<file path="src/design/lsmu_pkg.sv">
package lsmu_pkg;
   localparam logic [1:0] SIZE_BYTE = 2'h0;
   localparam logic [1:0] SIZE_HALF = 2'h1;
   localparam logic [1:0] SIZE_WORD = 2'h2;
   localparam logic [3:0] REG_SP = 4'hd;
   localparam logic [3:0] REG_LR = 4'he;
   localparam logic [3:0] REG_PC = 4'hf;
   localparam logic [31:0] WORD_BYTES = 32'h4;
   localparam int UNPRIV_IMM_W = 8;
   localparam int NUM_REGS = 16;
   localparam int BYTE_MSB = 7;
   localparam int HALF_MSB = 15;

   typedef enum logic [2:0] {
      KIND_LOAD = 3'h0,
      KIND_STORE = 3'h1,
      KIND_LOAD_DUAL = 3'h2,
      KIND_LOAD_MULTIPLE = 3'h3,
      KIND_STORE_MULTIPLE = 3'h4,
      KIND_PUSH = 3'h5,
      KIND_POP = 3'h6
   } lsmu_kind_t;

   // Addressing spelled as written, including the stack aliases
   typedef enum logic [1:0] {
      AMODE_INCREMENT_AFTER = 2'h0,
      AMODE_DECREMENT_BEFORE = 2'h1,
      AMODE_FULL_DESCENDING = 2'h2,
      AMODE_EMPTY_ASCENDING = 2'h3
   } lsmu_amode_t;

   typedef enum logic [1:0] {
      ST_IDLE = 2'h0,
      ST_READ = 2'h1,
      ST_ACCESS = 2'h2,
      ST_WBACK = 2'h3
   } lsmu_state_t;
endpackage : lsmu_pkg

</file>
<file path="src/design/lsmu_ext_if.sv">
`timescale 1ns/100ps
`default_nettype none
interface lsmu_ext_if;
   logic [31:0] raw;
   logic [1:0] size;
   logic sign;
   logic [31:0] value;
   modport ctl (output raw, output size, output sign, input value);
   modport ext (input raw, input size, input sign, output value);
endinterface : lsmu_ext_if
`default_nettype wire

</file>
<file path="src/design/lsmu_core.sv">
// Summary of operation
// - Unprivileged access address is base register plus unsigned 0..255 immediate.
// - Unprivileged accesses always reach memory marked unprivileged.
// - Byte and halfword loads zero- or sign-extend to 32 bits.
// - No operation here ever writes the condition flags.
// - Relative loads use program counter plus signed offset.
// - Loaded program counter value must have bit 0 set; branch clears it.
// - Multiple transfers support increment-after (default) and decrement-before.
// - Increment-after walks upward by 4, lowest register at lowest address.
// - Decrement-before walks downward by 4, highest register at highest address.
// - Writeback stores final accessed address into the base register.
// - Stack alias names map onto increment-after or decrement-before.
// - Multiple transfers move whole 32-bit words only.
// - Push is decrement-before store, pop increment-after load, both with writeback.
// - Push stores in decreasing register order.
// - Pop loads in increasing register order.
`timescale 1ns/100ps
`default_nettype none
module lsmu_core #(
   parameter int OFFSET_W = 13
) (
   input wire logic ref_clk_i,
   input wire logic reset_i,
   // Operation request
   input wire logic op_valid_i,
   output logic op_ready_o,
   input wire lsmu_pkg::lsmu_kind_t op_kind_i,
   input wire lsmu_pkg::lsmu_amode_t op_amode_i,
   input wire logic op_writeback_i,
   input wire logic op_unpriv_i,
   input wire logic op_pcrel_i,
   input wire logic [1:0] op_size_i,
   input wire logic op_signed_i,
   input wire logic [3:0] base_register_i,
   input wire logic [31:0] base_value_i,
   input wire logic [31:0] program_counter_i,
   input wire logic [OFFSET_W-1:0] offset_i,
   input wire logic [3:0] transfer_register_i,
   input wire logic [3:0] second_transfer_register_i,
   input wire logic [15:0] reg_list_i,
   input wire logic privileged_i,
   // Register file
   output logic [3:0] rd_idx_o,
   input wire logic [31:0] rd_data_i,
   output logic rf_we_o,
   output logic [3:0] rf_idx_o,
   output logic [31:0] rf_wdata_o,
   output logic flags_we_o,
   // Branch
   output logic branch_o,
   output logic [31:0] branch_target_o,
   // Memory
   output logic mem_req_o,
   output logic mem_write_o,
   output logic [31:0] mem_addr_o,
   output logic [31:0] mem_wdata_o,
   output logic [1:0] mem_size_o,
   output logic mem_unpriv_o,
   input wire logic mem_ack_i,
   input wire logic [31:0] mem_rdata_i
);
   if (OFFSET_W < 13 || OFFSET_W > 32) begin : g_chk
      $error("OFFSET_W must be 13..32");
   end

   lsmu_pkg::lsmu_state_t state_ff, nxt_state;
   logic list_ff, desc_ff, wb_ff, load_ff, dual_ff, phase_ff, sign_ff, unpriv_ff;
   logic [1:0] size_ff;
   logic [3:0] rt_ff, rt2_ff, base_ff;
   logic [15:0] mask_ff;
   logic [31:0] last_addr_ff;
   logic [3:0] lo_idx, hi_idx;

   lsmu_ext_if ext_bus ();
   lsmu_extend u_extend (.ext(ext_bus));
   assign ext_bus.raw = mem_rdata_i;
   assign ext_bus.size = size_ff;
   assign ext_bus.sign = sign_ff;

   // Request decode
   wire accept = op_valid_i & op_ready_o;
   wire is_push = op_kind_i == lsmu_pkg::KIND_PUSH;
   wire is_pop = op_kind_i == lsmu_pkg::KIND_POP;
   wire is_list = is_push | is_pop | op_kind_i == lsmu_pkg::KIND_LOAD_MULTIPLE
      | op_kind_i == lsmu_pkg::KIND_STORE_MULTIPLE;
   wire is_load = op_kind_i == lsmu_pkg::KIND_LOAD | op_kind_i == lsmu_pkg::KIND_LOAD_DUAL
      | op_kind_i == lsmu_pkg::KIND_LOAD_MULTIPLE | is_pop;
   wire is_dual = op_kind_i == lsmu_pkg::KIND_LOAD_DUAL;
   wire amode_db = op_amode_i == lsmu_pkg::AMODE_DECREMENT_BEFORE
      | (op_amode_i == lsmu_pkg::AMODE_EMPTY_ASCENDING & is_load)
      | (op_amode_i == lsmu_pkg::AMODE_FULL_DESCENDING & !is_load);
   // Single and dual accesses always step upward, whatever mode is left on the port
   wire new_desc = is_push | (amode_db & is_list & !is_pop);
   wire new_wb = is_push | is_pop | (is_list & op_writeback_i);
   wire [3:0] new_base = (is_push | is_pop) ? lsmu_pkg::REG_SP : base_register_i;
   wire [31:0] off_sext = 32'(signed'(offset_i));
   wire [31:0] imm_zext = {{(32 - lsmu_pkg::UNPRIV_IMM_W){1'b0}},
      offset_i[lsmu_pkg::UNPRIV_IMM_W-1:0]};
   wire use_pc = op_pcrel_i | is_dual;
   wire [31:0] single_addr = use_pc ? program_counter_i + off_sext
      : base_value_i + imm_zext;
   wire [31:0] list_addr = new_desc ? base_value_i - lsmu_pkg::WORD_BYTES
      : base_value_i;
   wire [31:0] start_addr = is_list ? list_addr : single_addr;

   // Lowest and highest remaining register of the list
   always_comb begin
      lo_idx = 4'h0;
      hi_idx = 4'h0;
      for (int i = lsmu_pkg::NUM_REGS - 1; i >= 0; i--) begin
         if (mask_ff[i]) begin
            lo_idx = 4'(i);
         end
      end
      for (int i = 0; i < lsmu_pkg::NUM_REGS; i++) begin
         if (mask_ff[i]) begin
            hi_idx = 4'(i);
         end
      end
   end

   wire [3:0] sel_idx = list_ff ? (desc_ff ? hi_idx : lo_idx)
      : (phase_ff ? rt2_ff : rt_ff);
   wire [15:0] mask_left = mask_ff & ~(16'h0001 << sel_idx);
   wire more = list_ff ? (mask_left != 16'h0000) : (dual_ff & !phase_ff);
   wire [31:0] step_addr = desc_ff ? mem_addr_o - lsmu_pkg::WORD_BYTES
      : mem_addr_o + lsmu_pkg::WORD_BYTES;
   wire done_ack = state_ff == lsmu_pkg::ST_ACCESS & mem_ack_i;
   wire load_ack = done_ack & load_ff;
   wire pc_load = load_ack & sel_idx == lsmu_pkg::REG_PC;
   // Bit 0 is dropped so the target is always halfword aligned
   wire [31:0] pc_target = {ext_bus.value[31:1], 1'b0};
   wire next_is_read = !load_ff;

   always_comb begin
      nxt_state = state_ff;
      case (state_ff)
         lsmu_pkg::ST_IDLE: begin
            if (accept) begin
               nxt_state = is_load ? lsmu_pkg::ST_ACCESS : lsmu_pkg::ST_READ;
            end
         end
         lsmu_pkg::ST_READ: nxt_state = lsmu_pkg::ST_ACCESS;
         lsmu_pkg::ST_ACCESS: begin
            if (mem_ack_i) begin
               if (more) begin
                  nxt_state = next_is_read ? lsmu_pkg::ST_READ : lsmu_pkg::ST_ACCESS;
               end else begin
                  nxt_state = wb_ff ? lsmu_pkg::ST_WBACK : lsmu_pkg::ST_IDLE;
               end
            end
         end
         lsmu_pkg::ST_WBACK: nxt_state = lsmu_pkg::ST_IDLE;
         default: nxt_state = lsmu_pkg::ST_IDLE;
      endcase
   end

   wire nxt_ready = nxt_state == lsmu_pkg::ST_IDLE;
   wire nxt_req = nxt_state == lsmu_pkg::ST_ACCESS;

   always_ff @(posedge ref_clk_i) begin
      if (reset_i) begin
         state_ff <= lsmu_pkg::ST_IDLE;
         op_ready_o <= 1'b0;
         mem_req_o <= 1'b0;
         rf_we_o <= 1'b0;
         branch_o <= 1'b0;
         flags_we_o <= 1'b0;
      end else begin
         state_ff <= nxt_state;
         op_ready_o <= nxt_ready;
         mem_req_o <= nxt_req;
         rf_we_o <= (load_ack & !pc_load) | state_ff == lsmu_pkg::ST_WBACK;
         branch_o <= pc_load;
         flags_we_o <= 1'b0;
      end
   end

   // Datapath: no reset needed, qualified by the control flops above
   always_ff @(posedge ref_clk_i) begin
      if (accept) begin
         list_ff <= is_list;
         desc_ff <= new_desc;
         wb_ff <= new_wb;
         load_ff <= is_load;
         dual_ff <= is_dual;
         phase_ff <= 1'b0;
         sign_ff <= op_signed_i & is_load & !is_list;
         size_ff <= is_list ? lsmu_pkg::SIZE_WORD : op_size_i;
         unpriv_ff <= op_unpriv_i;
         rt_ff <= transfer_register_i;
         rt2_ff <= second_transfer_register_i;
         base_ff <= new_base;
         mask_ff <= reg_list_i;
         mem_addr_o <= start_addr;
      end else if (done_ack) begin
         mask_ff <= mask_left;
         phase_ff <= 1'b1;
         last_addr_ff <= mem_addr_o;
         mem_addr_o <= (list_ff | dual_ff) ? step_addr : mem_addr_o;
      end
      rd_idx_o <= (nxt_state == lsmu_pkg::ST_READ && state_ff != lsmu_pkg::ST_READ)
         ? (accept ? (is_list ? (new_desc ? rd_hi(reg_list_i) : rd_lo(reg_list_i))
            : transfer_register_i) : (list_ff ? (desc_ff ? rd_hi(mask_left)
            : rd_lo(mask_left)) : rt2_ff)) : rd_idx_o;
      if (state_ff == lsmu_pkg::ST_READ) begin
         mem_wdata_o <= rd_data_i;
      end
      mem_write_o <= nxt_req & !(accept ? is_load : load_ff);
      mem_size_o <= accept ? (is_list ? lsmu_pkg::SIZE_WORD : op_size_i) : size_ff;
      // Unprivileged forms are marked so regardless of current level
      mem_unpriv_o <= accept ? (op_unpriv_i | !privileged_i)
         : (unpriv_ff | !privileged_i);
      rf_idx_o <= state_ff == lsmu_pkg::ST_WBACK ? base_ff : sel_idx;
      rf_wdata_o <= state_ff == lsmu_pkg::ST_WBACK ? last_addr_ff : ext_bus.value;
      branch_target_o <= pc_load ? pc_target : branch_target_o;
   end

   function automatic logic [3:0] rd_lo(input logic [15:0] m);
      rd_lo = 4'h0;
      for (int i = lsmu_pkg::NUM_REGS - 1; i >= 0; i--) begin
         if (m[i]) begin
            rd_lo = 4'(i);
         end
      end
   endfunction : rd_lo

   function automatic logic [3:0] rd_hi(input logic [15:0] m);
      rd_hi = 4'h0;
      for (int i = 0; i < lsmu_pkg::NUM_REGS; i++) begin
         if (m[i]) begin
            rd_hi = 4'(i);
         end
      end
   endfunction : rd_hi

   // Checks
   wire chk_ia_step = done_ack & list_ff & !desc_ff & more & load_ff;
   wire chk_db_step = done_ack & list_ff & desc_ff & more & load_ff;
   wire chk_sbyte = load_ack & size_ff == lsmu_pkg::SIZE_BYTE & sign_ff & !pc_load;

   a_flags_untouched: assert property (@(posedge ref_clk_i) disable iff (reset_i)
      !flags_we_o) else $error("flags written");
   a_branch_aligned: assert property (@(posedge ref_clk_i) disable iff (reset_i)
      branch_o |-> !branch_target_o[0] && !rf_we_o) else $error("branch target odd");
   a_unpriv_mark: assert property (@(posedge ref_clk_i) disable iff (reset_i)
      (mem_req_o && unpriv_ff) |-> mem_unpriv_o) else $error("unpriv not marked");
   a_unpriv_addr: assert property (@(posedge ref_clk_i) disable iff (reset_i)
      (accept && !use_pc && !is_list) |=> mem_addr_o == $past(base_value_i)
      + {24'h000000, $past(offset_i[7:0])}) else $error("unpriv address wrong");
   a_pcrel_addr: assert property (@(posedge ref_clk_i) disable iff (reset_i)
      (accept && use_pc && !is_list) |=> mem_addr_o == $past(program_counter_i)
      + 32'(signed'($past(offset_i)))) else $error("relative address wrong");
   a_ia_upward: assert property (@(posedge ref_clk_i) disable iff (reset_i)
      chk_ia_step |=> mem_req_o && mem_addr_o == $past(mem_addr_o) + 32'h4)
      else $error("increment step wrong");
   a_db_downward: assert property (@(posedge ref_clk_i) disable iff (reset_i)
      chk_db_step |=> mem_req_o && mem_addr_o == $past(mem_addr_o) - 32'h4)
      else $error("decrement step wrong");
   a_multi_word: assert property (@(posedge ref_clk_i) disable iff (reset_i)
      (mem_req_o && list_ff) |-> mem_size_o == lsmu_pkg::SIZE_WORD) else $error("not word");
   a_push_form: assert property (@(posedge ref_clk_i) disable iff (reset_i)
      (accept && is_push) |=> desc_ff && wb_ff && base_ff == lsmu_pkg::REG_SP
      && mem_addr_o == $past(base_value_i) - 32'h4) else $error("push form wrong");
   a_alias_decode: assert property (@(posedge ref_clk_i) disable iff (reset_i)
      (accept && op_kind_i == lsmu_pkg::KIND_LOAD_MULTIPLE
      && op_amode_i == lsmu_pkg::AMODE_EMPTY_ASCENDING) |=> desc_ff) else $error("alias");
   a_sbyte_ext: assert property (@(posedge ref_clk_i) disable iff (reset_i)
      chk_sbyte |=> rf_wdata_o[31:8] == {24{rf_wdata_o[7]}}) else $error("sign extension");
   a_wb_value: assert property (@(posedge ref_clk_i) disable iff (reset_i)
      (state_ff == lsmu_pkg::ST_WBACK) |=> rf_we_o && rf_idx_o == $past(base_ff)
      && rf_wdata_o == $past(last_addr_ff)) else $error("writeback wrong");
endmodule : lsmu_core
`default_nettype wire

</file>
<file path="src/design/lsmu_extend.sv">
`timescale 1ns/100ps
`default_nettype none
module lsmu_extend (
   lsmu_ext_if.ext ext
);
   wire byte_fill = ext.sign & ext.raw[lsmu_pkg::BYTE_MSB];
   wire half_fill = ext.sign & ext.raw[lsmu_pkg::HALF_MSB];

   always_comb begin
      case (ext.size)
         lsmu_pkg::SIZE_BYTE: ext.value = {{24{byte_fill}}, ext.raw[7:0]};
         lsmu_pkg::SIZE_HALF: ext.value = {{16{half_fill}}, ext.raw[15:0]};
         default: ext.value = ext.raw;
      endcase
   end
endmodule : lsmu_extend
`default_nettype wire

</file>
<file path="config.mk">
export PLATFORM = sky130hd
export DESIGN_NAME = lsmu_core
export DESIGN_NICKNAME = d
export VERILOG_FILES = /design/src/design/lsmu_pkg.sv /design/src/design/lsmu_ext_if.sv /design/src/design/lsmu_core.sv /design/src/design/lsmu_extend.sv
export SDC_FILE = /design/constraint.sdc
export NUM_CORES = 1
export LEC_CHECK = 0
export BUFFER_PORTS_ARGS = -buffer_cell sky130_fd_sc_hd__buf_2
export CORE_MARGIN = 2
export CORE_UTILIZATION = 35
export DETAILED_ROUTE_END_ITERATION = 16
export PLACE_DENSITY_LB_ADDON = 0.2
export SETUP_SLACK_MARGIN = 0.02
export SYNTH_ARGS = -nofsm -noshare
export SYNTH_HDL_FRONTEND = slang
export SYNTH_SLANG_ARGS = --single-unit
</file>
<file path="constraint.sdc">
create_clock -name ref_clk_i -period 3.7 [get_ports ref_clk_i]
set_input_delay 0 -clock ref_clk_i [delete_from_list [all_inputs] [get_ports ref_clk_i]]
set_output_delay 0 -clock ref_clk_i [all_outputs]
set_load 0.05 [all_outputs]
</file>
* Word level (Yosys, flattened, before mapping)
Index checks and enable logic that the tools add are counted.
** Storage, ports and cells
- Flip-flop bits (word level) :: 213
** Cells by class
- $add $sub $neg :: 5
- Reduce and logical (&&, ||, !) cells :: 17
- Bitwise gates (word level) :: 34
- Multiplexer cells :: 123
- Equality and inequality tests :: 16
- Shift-type cells :: 1
** Operators with widths (number)
- $mux 4 :: 99
- $mux 32 :: 8
- $pmux 32 s2 :: 1
- $sub 32x3->32 const B :: 2
- $add 32x3->32 const B :: 1
- $add 32x32->32 :: 1
- $add 32x8->32 :: 1
- $mux 16 :: 2
- $and 1x1->1 :: 16
- $and 16x16->16 :: 1
- $not 16->16 :: 1
- $reduce_bool 16->1 :: 1
- $shl 1x4->16 const A :: 1
- $or 1x1->1 :: 15
- $mux 2 :: 6
- $eq 2x2->1 const B :: 5
- $eq 3x3->1 const B :: 3
- $eq 2x1->1 const B :: 4
- $pmux 2 s4 :: 1
- $logic_not 1->1 :: 7
- $eq 3x2->1 const B :: 2
- $logic_not 2->1 :: 3
- $mux 1 :: 6
- $eq 4x4->1 const B :: 1
- 6 further kinds :: 8

* Depth between registers and ports, before layout
Gate-level depths: netlist of run 1.
- Depth in word-level cells :: 40
- Gate-level depth with buffers :: 14
- Gate-level depth less buffers :: 13

* Modules after synthesis
A second synthesis of run 1 with hierarchy kept.
** Second synthesis, totals
- Cells, all modules :: 1417
- Area, all modules :: 13773.2 µm²
** By module, submodules not included
- lsmu_core :: area an instance 13387.8 µm², cells each 1351, times used 1
- lsmu_extend :: area an instance 385.4 µm², cells each 66, times used 1

* Worst setup path after synthesis of run 1
Ideal clock, no wire load.
- Path kind :: register to register
- From :: register desc_ff
- To :: register branch_target_o[10], enable pin
- Cell stages (with the launch flop) :: 10
- Slack :: -278 ps
- Data arrival time :: 3559 ps
- Data required time :: 3281 ps
- Clock period less this slack :: 3978 ps
- Buffers on the path :: 2
- Library setup time :: 419 ps
- Cell sequence :: edfxtp_1 inv_1 o21ai_0 a32oi_1 nand2_2 or2_1 buf_6 or3_1 buf_6 nor2_1
** On the way
- Word-level cells in the longest chain between the ends :: 4
** Ends and longest elaborated chain
- from (decl) :: RTL line lsmu_core.sv:67 : logic list_ff, desc_ff, wb_ff, load_ff, dual_ff, phase_ff, sign_ff, unpriv_ff;
- from (signal assigned) :: RTL line lsmu_core.sv:183 : desc_ff <= new_desc;
- $mux 4 (2 in a row) :: RTL line lsmu_core.sv:122 : wire [3:0] sel_idx = list_ff ? (desc_ff ? hi_idx : lo_idx)
- $eq 4x4->1 :: RTL line lsmu_core.sv:130 : wire pc_load = load_ack & sel_idx == lsmu_pkg::REG_PC;
- $and 1x1->1 :: RTL line lsmu_core.sv:130
- via pc_load :: RTL line lsmu_core.sv:130
- to (signal assigned) :: RTL line lsmu_core.sv:216 : branch_target_o <= pc_load ? pc_target : branch_target_o;
- to (decl) :: RTL line lsmu_core.sv:51 : output logic [31:0] branch_target_o,
The timed path passes the listed nets, and every way through them passes these cells.
A chain may end at the register's enable or synchronous reset.

* Worst setup path in the final report of run 1
- From :: register mask_ff[4]
- To :: register rd_idx_o[2], enable pin
** On the way
- Word-level cells in the longest chain between the ends :: 24
- Elaborated cells on any way between the ends :: 29
** Ends and longest elaborated chain
- from (decl) :: RTL line lsmu_core.sv:70 : logic [15:0] mask_ff;
- from (signal assigned) :: RTL line lsmu_core.sv:194 : mask_ff <= reg_list_i;
- from (signal assigned) :: RTL line lsmu_core.sv:197 : mask_ff <= mask_left;
- $mux 4 (12 in a row) :: RTL line lsmu_core.sv:116 : if (mask_ff[i]) begin
- $mux 4 (2 in a row) :: RTL line lsmu_core.sv:122
- $shl 1x4->16 :: RTL line lsmu_core.sv:124 : wire [15:0] mask_left = mask_ff & ~(16'h0001 << sel_idx);
- $not 16->16 :: RTL line lsmu_core.sv:124
- $and 16x16->16 * :: RTL line lsmu_core.sv:124
- $reduce_bool 16->1 * :: RTL line lsmu_core.sv:125 : wire more = list_ff ? (mask_left != 16'h0000) : (dual_ff & !phase_ff);
- $mux 1 * :: RTL line lsmu_core.sv:125
- $mux 2 * :: RTL line lsmu_core.sv:146 : if (more) begin
- $mux 2 * :: RTL line lsmu_core.sv:145 : if (mem_ack_i) begin
- $pmux 2 s4 * :: RTL line lsmu_core.sv:137 : case (state_ff)
- $eq 2x1->1 * :: RTL line lsmu_core.sv:202 : rd_idx_o <= (nxt_state == lsmu_pkg::ST_READ && state_ff != lsmu_pkg::ST_READ)
- $logic_and 1x1->1 * :: RTL line lsmu_core.sv:202
- to (signal assigned) :: RTL line lsmu_core.sv:202
- to (decl) :: RTL line lsmu_core.sv:43 : output logic [3:0] rd_idx_o,
Every way passes the cells marked *; elsewhere a longest branch is shown, timed or not.

==> impl_metrics.ini, run 1 <==
[clocking]
cts_made_buffers = 24
clock_path_buffers = 3
cts_tree = done
cts_sinks = 213
cts_root_buf = clkbuf_16
clk_latency_ns = 0.52
htreeDepth = 1
clk_pin_slew_ns = 0.06

[critical_path]
crit_fanout = 5
endpoint_kind = flop
required_ns = 3.93
path_class = flop to flop
start_kind = flop
crit_arrival_ns = 3.87

[route]
drt_iter0_drc = 973
wl_per_cell_um = 19.24
via_count = 12770
ant_nets = 0
wl_met2_um = 20390
wl_um = 46430
wl_met3_um = 3087
wl_met1_um = 21720
remaining_drc_errors = 0
routed.top_layer = met5
via_per_inst = 5.294
drt-pass1-iter-count = 5

[synthesis]
netlist_area_sq_um = 13410
avgSynthCellArea_sq_um = 9.663
synth_area_leaders = edfxtp_1, dfxtp_1, ha_1, o21ai_0, a21oi_1
synth_edf_count = 167
synthFlopType = edfxtp_1
synth_seq_area_share_pct = 44.25
yosysUniqueCellTypes = 85
netlist.area_leader.share_pct = 37.39
async_flop_share_pct = 0
syn_inst = 1388
synth-seq-cells = 213
synth_warnings = 0
synth_top_area_cell = edfxtp_1

[finish]
synthToLayoutAreaGrowth_pct = 35.71
stdcell_count = 2413
final_util_pct = 48.33
multi_input_area_sq_um = 7246
nets = 2139
drive_gt1_share_pct = 28.09
nFillCells = 3624
regArea_sq_um = 5936

[global_route]
antenna_found_initial = 2
grt_pass1_wl_um = 69320
overflow = 0
grt_max_degree = 42
grt_use_total_pct = 22.28
grt_pass1_vias = 12120

[power_and_ir_drop]
p_int_mw = 5.327
peakVddDrop_mv = 0.2989
power.share.clock_pct = 27.1
power.leakage_nw = 7.448
swShare_pct = 35.74
p_switching_mw = 2.963
totalPowerFinal_mw = 8.290
p_seq_share_pct = 36.8
power_density_nw_per_um2 = 455.5
combPwrFrac_pct = 36.1

[outcome]
status = finished, final reports clean

[sta]
fin_crit_sh_pct = 98.38
hold_violations = 0
final-setup-viol-count = 0
slew_headroom_pct = 25.93
finClkSkew_ns = 0.01167
fin_crit_ns = 3.640
maxSlewViolCount = 0
max_freq_mhz = 274.7
hold_ws_ns = 0.02873
grt_setup_unrepaired = yes
tightest_slew_ns = 1.106

[worst_hold_path]
hp-class = primary input to flop

[placement]
place.gp.congestion = 0.9216
place.port_buffers = 327
place_hpwl_um = 34820
dp_cells = 2242

[die]
dieArea_sq_um = 39900
core_sq_um = 37670
die_y_um = 199.8
die_x_um = 199.8
start_util_pct = 35.61
io-pin-count = 330
core.rowCount = 71

[job]
cap_viol_max_count = 0
==> power by group through the flow <==
| stage | clock (mW) | combinational, mW | sequential [mW] |
|---|---|---|---|
| 3_5_place_dp | 0 | 2.74 | 3.10 |
| 2_1_floorplan | 0 | 1.44 | 3.47 |
| 6_report | 2.25 | 3.00 | 3.05 |
| 5_1_grt | 2.40 | 3.25 | 3.07 |
| 4_1_cts | 2.31 | 2.86 | 3.05 |
| 3_3_place_gp | 0 | 2.74 | 3.10 |
==> through the flow <==
step | instance area, sq um | worst slack (ns) | setup TNS (ns)
floorplan | 13420 | 0.01810 | 0
global placement | 16070 | 0.001441 | 0
detailed placement | 16070 | 0.0008402 | 0
CTS | 17920 | 0.02745 | 0
global route | 18200 | -0.04902 | -0.1661
finish | 18200 | 0.05985 | 0
==> routing by layer <==
metal	track usage, %	vias to the layer above
met5	0	-
met4	6.584	2
met3	3.024	84
met2	34.90	506
met1	32.05	5960
li1	-	6222
==> layout by cell type (no fill, tap or decap), types with 18 or more instances in the layout <==
| cell type | n |
|---|---|
| o211ai_1 | 19 |
| nor3_1 | 41 |
| clkbuf_16 | 25 |
| nor2b_1 | 20 |
| a21o_1 | 38 |
| xnor2_1 | 56 |
| buf_2 | 327 |
| inv_1 | 41 |
| buf_4 | 91 |
| o21ai_0 | 114 |
| xor2_1 | 35 |
| nand3_1 | 31 |
| dfxtp_1 | 46 |
| nand2b_1 | 18 |
| a21oi_1 | 99 |
| a211oi_1 | 20 |
| a31oi_1 | 23 |
| dlygate4sd3_1 | 107 |
| edfxtp_1 | 167 |
| nand2_1 | 114 |
| ha_1 | 65 |
| nor2_1 | 108 |
| mux2_2 | 25 |
==> worst max-delay path: stages, from the launching register on <==
cell	delay [ns]
edfxtp_1	0.44
or4_4	0.59
o211ai_1	0.21
a32oi_2	0.10
nand2_2	0.12
nand2b_1	0.16
or3_1	0.38
o22ai_1	0.19
buf_4	0.16
nand4b_1	0.18
a2111oi_4	0.36
o31ai_2	0.10
a21oi_1	0.19
buf_4	0.17
==> sequential cells by signal, summed over array words and instances (netlist names), 16 cells and up <==
signal           flops
branch_target_o     31
last_addr_ff        32
mask_ff             16
mem_addr_o          32
mem_wdata_o         32
rf_wdata_o          32
==> kinds of logic after synthesis <==
logic type,share of synthesized area [%]
and+or+nand+nor,15.34
other,0.02796
DFF,44.25
AOI/OAI and AO/OA,21.80
xor gates and xnor gates,6.007
adders and majority gates,6.791
muxes,2.472
buffers and inverters,3.311
==> synth_stat cells (7+ instances only) <==
library cell and n:
o22ai_1 14, o211ai_1 19, a211oi_1 21, nor2b_1 21, xor2_1 36, and2_1 12, mux2_2 25, clkbuf_1 48
a21oi_1 99, dfxtp_1 46, nor3_1 41, o21ai_0 117, buf_2 7, a21o_1 38, nor2_1 114, nand2b_1 18
nand2_1 115, o31a_1 9, o311ai_0 8, nand3_1 31, o21bai_1 15, xnor2_1 56, o21a_1 12, inv_1 41
or3_1 18, edfxtp_1 167, nor4_1 15, o31ai_1 18, ha_1 68, a31oi_1 23
==> worst paths after layout <==
path                    startpoint  slack, ns  depth (start not counted)             end
setup / recovery        mask_ff[4]       0.06                         13     rd_idx_o[2]
hold / removal    base_value_i[28]       0.03                          4  mem_addr_o[28]
setup reg to reg        mask_ff[4]       0.06                         13     rd_idx_o[2]
hold reg to reg         base_ff[3]       0.45                          2     rf_idx_o[3]
==> what timing repair did <==
action / in CTS / in global routing
endpoints found under the hold margin: 145 / 0
endpoints found under the setup margin: 6 / 13
resized for setup: 2 / 36
pin swaps: 2 / 19
hold buffers: 107 / 0
setup buffers: 2 / 17
==> area by class of cell <==
| cell class | count | area share (%) |
|---|---|---|
| Timing Repair Buffer | 531 | 19.10 |
| Clock buffer | 36 | 3.829 |
| Multi-Input combinational cell | 1070 | 39.81 |
| Tap cell | 511 | 3.513 |
| Sequential cell | 213 | 32.61 |
| Clock inverter | 8 | 0.2475 |
| Inverter | 43 | 0.8867 |
| Antenna cell | 1 | 0.01375 |
Power figures use the tool's default switching activity.
==> inputs of run 2 (changes only) <==
- CTS_BUF_LIST: not set -> sky130_fd_sc_hd__clkbuf_8
- MAX_ROUTING_LAYER: not set -> met4
==> run 2 against run 1 <==
Net effect: largest power group unchanged; register-to-register slack worse by 0.02 ns; hold slack improved by 0.019 ns; setup slack worse by 0.023 ns; clock skew up 0.013 ns; non-clock buffer count down 2; maximum frequency decreased by 0.62%; via count grew 0.10%; critical path type unchanged; die area unchanged; cell area decreased by 0.30%; critical endpoint unchanged; sequential power about the same.
==> impl_metrics.ini, run 2 (synthesis results as in run 1) <==
[finish]
multi_input_area_sq_um = 7197
regArea_sq_um = 5936
final_util_pct = 48.18
nets = 2151
stdcell_area_sq_um = 18150
nFillCells = 3590
layout_commonest_cell = buf_2
drive_gt1_share_pct = 28.16
final_cell_mix = buf_2, edfxtp_1, o21ai_0, nand2_1, dlygate4sd3_1
synthToLayoutAreaGrowth_pct = 35.30

[route]
ant_nets = 0
wl_um = 46250
via_count = 12790
via_per_inst = 5.241
drt_iter0_drc = 924
remaining_drc_errors = 0
wl_per_cell_um = 18.95
drt-pass1-iter-count = 5

[sta]
finClkSkew_ns = 0.02427
hold_violations = 0
postLayoutSetupSlackWorst_ns = 0.03698
fin_tns_setup_ns = 0
final-setup-viol-count = 0
grt_setup_unrepaired = yes
maxSlewViolCount = 0
fin_crit_ns = 3.663
tightest_slew_ns = 1.107
max_freq_mhz = 273.0
fin_crit_sh_pct = 99.00
slew_headroom_pct = 25.86

[critical_path]
endpoint_kind = flop
reg2regPathDepth = 14
crit_top_cell = buf_4
crit_slowest_cell = or4_4
start_kind = flop
crit_fanout = 6
crit_arrival_ns = 3.92
cp_top_family = simple AND/OR/NAND/NOR gates
rrSetupSlack_ns = 0.04
cpPeakStageDelay_ns = 0.53
crit_path_cell_trace = buf_4 > or4_4 > o211ai_1 > a32oi_1 > nand2_2 > nand2b_1 > or3_1 > o22ai_1 > buf_4 > nand4b_1 > a2111oi_4 > o31ai_2 > a21oi_1 > buf_4
worstReg2RegEnd = rd_idx_o[2]
path_class = flop to flop
startpoint = mask_ff[5]
crit_buf_inv = 3
required_ns = 3.96
r2r-start = mask_ff[5]

[global_route]
antenna_found_initial = 3
grt_use_total_pct = 23.09
grt_max_degree = 56
grt_pass1_wl_um = 69250
overflow = 0
grt_pass1_vias = 12240

[power_and_ir_drop]
power.leakage_nw = 7.492
power_density_nw_per_um2 = 449.2
power.share.clock_pct = 26.5
totalPowerFinal_mw = 8.151
peakVddDrop_mv = 0.2098
swShare_pct = 36.73
combPwrFrac_pct = 36.2
p_seq_share_pct = 37.3
p_int_mw = 5.157
p_switching_mw = 2.994

[placement]
place.gp.congestion = 0.9207
place.port_buffers = 327
dpl_cell_area_sq_um = 16080
place_hpwl_um = 34940
place_ws_ns = -0.01376

[clocking]
cts_made_buffers = 38
cts_tree = done
cts_sinks = 213
cts_root_buf = clkbuf_8
clk_pin_slew_ns = 0.06
htreeDepth = 2
clk_latency_ns = 0.55
clock_path_buffers = 3

[die]
die_y_um = 199.8
core_sq_um = 37670
io-pin-count = 330
die_x_um = 199.8
dieArea_sq_um = 39900
start_util_pct = 35.61
core.rowCount = 71

[job]
cap_viol_max_count = 0

[outcome]
status = finished, final reports clean

[worst_hold_path]
min_to = load_ff
hold_start = op_valid_i
worstHoldPathCells = 3
hp-class = primary input to flop
[run 2: cell count changes in the layout (fill, tap and decap cells not counted), sizes merged]
cell	delta
buf	-5
bufinv	+1
clkbuf	+8
clkinv	+1
clkinvlp	+1
diode	+3
dlygate4sd3	+3
inv	+15
[run 2: timing repair]
action | CTS | global route
hold buffers | 110 | 0
endpoints found under the hold margin | 148 | 0
resized for setup | 2 | 23
setup buffers | 2 | 10
setup endpoints to repair | 4 | 9
pin swaps | 0 | 16
gates cloned | 0 | 1
[run 2: layer usage]
metal,GRT usage (%),vias up,routed length [um]
li1,-,6260,-
met1,31.29,5965,21490
met2,35.35,475,20410
met3,4.032,87,3068
met4,6.886,0,1282
met5,-,-,0
[run 2: power by group through the flow]
stage	Sequential, mW	Clock, mW	Combinational (mW)
after floorplan	3.47	0	1.44
after global placement	3.09	0	2.76
after detailed placement	3.09	0	2.75
after CTS	3.04	2.21	2.87
after global routing	3.06	2.32	3.21
final	3.04	2.16	2.95
[run 2: metrics by stage]
| step | instances | hold WS, ns |
|---|---|---|
| global placement | 2243 | 0.1765 |
| finish | 2440 | 0.04778 |
| global route | 2439 | 0.02592 |
| detailed placement | 2243 | 0.1782 |
| floorplan | 1389 | 0.07183 |
| CTS | 2425 | 0.01181 |
[run 2: worst reg2reg max path: cells and delay by family, from the launching register on]
family | cells | cell delay [ns]
compound gates | 6 | 1.15
buf+inv | 3 | 0.51
flops | 1 | 0.39
simple gates | 5 | 1.32
[run 2: worst max path at each step]
stage	to	slack, ns	cells after the start
2_1_floorplan	rd_idx_o[0]	0.02	12
6_report	rd_idx_o[2]	0.04	14
3_3_place_gp	rd_idx_o[2]	-0.05	15
4_1_cts	rd_idx_o[3]	0.03	13
3_5_place_dp	rd_idx_o[3]	-0.01	13
5_1_grt	rd_idx_o[1]	-0.09	14
[run 2: layout make-up]
cell class                 instances  share of cell area [%]
antenna                            4                 0.05516
clock buffer                      44                   3.337
clock inverter                    26                  0.7929
inverter                          43                  0.8894
multi-input combinational       1070                   39.66
sequential                       213                   32.71
tap                              511                   3.523
timing repair buffer             529                   19.04
==> inputs of run 3 (changes only) <==
- CORE_UTILIZATION: 35 -> 51
==> run 3 against run 2 <==
Net effect: cell area is 0.72% lower; utilization is 21 points higher; wire length is 6.2% lower; critical endpoint is now rd_idx_o[1]; largest cell class unchanged.
==> impl_metrics.ini, run 3 (synthesis results as in run 1) <==
[sta]
tightest_slew_ns = 1.073
max_freq_mhz = 276.1
hold_violations = 0
grt_setup_unrepaired = yes
maxSlewViolCount = 0
final-setup-viol-count = 0
slew_headroom_pct = 28.45
finClkSkew_ns = 0.02871
hold_ws_ns = 0.03225
fin_crit_ns = 3.621
fin_crit_sh_pct = 97.87

[power_and_ir_drop]
totalPowerFinal_mw = 8.204
peakVddDrop_mv = 0.2936
power.leakage_nw = 7.455
power_density_nw_per_um2 = 455.3

[die]
core.rowCount = 59
dieArea_sq_um = 27610
die_y_um = 166.2
io-pin-count = 330
core_sq_um = 25910
start_util_pct = 51.76
die_x_um = 166.2

[placement]
place_hpwl_um = 32150
place.port_buffers = 327
place.gp.congestion = 1.005

[clocking]
cts_sinks = 213
cts_tree = done
htreeDepth = 2
clock_path_buffers = 3
clk_latency_ns = 0.53
cts_root_buf = clkbuf_8
cts_made_buffers = 34
clk_pin_slew_ns = 0.06

[route]
ant_nets = 0
via_count = 13030
via_per_inst = 5.811
remaining_drc_errors = 0
wl_per_cell_um = 19.34
drt-pass1-iter-count = 5
drt_iter0_drc = 1544
wl_um = 43360

[finish]
drive_gt1_share_pct = 29.17
layout_commonest_cell = buf_2
nets = 2136
final_cell_mix = buf_2, edfxtp_1, o21ai_0, nand2_1, dlygate4sd3_1
synthToLayoutAreaGrowth_pct = 34.33

[critical_path]
crit_path_cell_trace = buf_6 > or2_4 > a211oi_2 > a21oi_2 > a311oi_2 > buf_4 > or2_4 > o31a_1 > o32ai_4 > and4_4 > a211oi_1 > o31ai_2 > a21oi_2 > buf_4
crit_arrival_ns = 3.84
path_class = flop to flop
crit_slowest_cell = edfxtp_1
cpPeakStageDelay_ns = 0.45
startpoint = mask_ff[9]
r2r-start = mask_ff[9]
crit_fanout = 9
cp_top_family = compound AO/OA/AOI/OAI gates
start_kind = flop
endpoint_kind = flop
required_ns = 3.92
crit_buf_inv = 3

[global_route]
grt_use_total_pct = 30.70
grt_pass1_vias = 12000
antenna_found_initial = 1
grtUsageMet1_pct = 41.51
grt_use_met3_pct = 5.434
overflow = 0
use_met2_pct = 46.55
grt-busiest-layer = met2
grt_pass1_wl_um = 65940
grt_max_degree = 53

[worst_hold_path]
hold_start = base_value_i[25]
hp-class = primary input to flop

[outcome]
status = finished, final reports clean

[job]
cap_viol_max_count = 0
## run 3: repair_timing
| action | CTS | global route |
|---|---|---|
| endpoints found under the hold margin | 143 | 0 |
| pin swaps | 8 | 34 |
| endpoints found under the setup margin | 4 | 15 |
| hold buffers | 107 | 0 |
| buffers inserted | 5 | 16 |
| resized for setup | 9 | 64 |
## run 3: tightest hold or removal path, stage by stage
cell and delay [ns]:
buf_2 0.16, nor2_1 0.12, o32ai_1 0.09
## run 3: area by class of cell
type / count / area (sq um)
Antenna cell: 1 / 2.502
Timing Repair Buffer: 518 / 3361
Fill cell: 2014 / 7894
Tap cell: 335 / 419.2
Sequential cell: 213 / 5936
Clock buffer: 38 / 523.0
Multi-Input combinational cell: 1070 / 7401
Clock inverter: 24 / 214.0
Inverter: 43 / 161.4
## run 3: path summary, 6_finish.rpt
kind / end / slack [ns] / cells past startpoint
min: mem_addr_o[25] / 0.03 / 3
max: rd_idx_o[1] / 0.08 / 14
min reg2reg: rf_wdata_o[19] / 0.46 / 1
max reg2reg: rd_idx_o[1] / 0.08 / 14
## run 3: per-layer routing
layer | share of wire, % | routed length (um)
met5 | 0 | 0
met4 | 3.5 | 1521
met2 | 45 | 19480
met3 | 8.8 | 3812
met1 | 43 | 18550
## run 3: metrics by stage
stage / instances / TNS (ns) / area [sq um] / worst slack [ns] / utilization, %
after global placement: 2051 / 0 / 15720 / 0.06119 / 60.65
after global routing: 2242 / -0.1198 / 18020 / -0.02997 / 69.54
final: 2242 / 0 / 18020 / 0.07869 / 69.54
after floorplan: 1389 / 0 / 13420 / 0.01810 / -
after detailed placement: 2051 / -0.2663 / 15720 / -0.06661 / 60.65
after CTS: 2225 / 0 / 17610 / 0.02089 / 67.97
## run 3: power by group
part	internal (mW)	switching, mW	leakage (nW)
Sequential	2.88	0.163	1.92
Clock	1.24	0.919	0.405
Combinational	1.13	1.87	5.13
Total	5.25	2.95	7.45
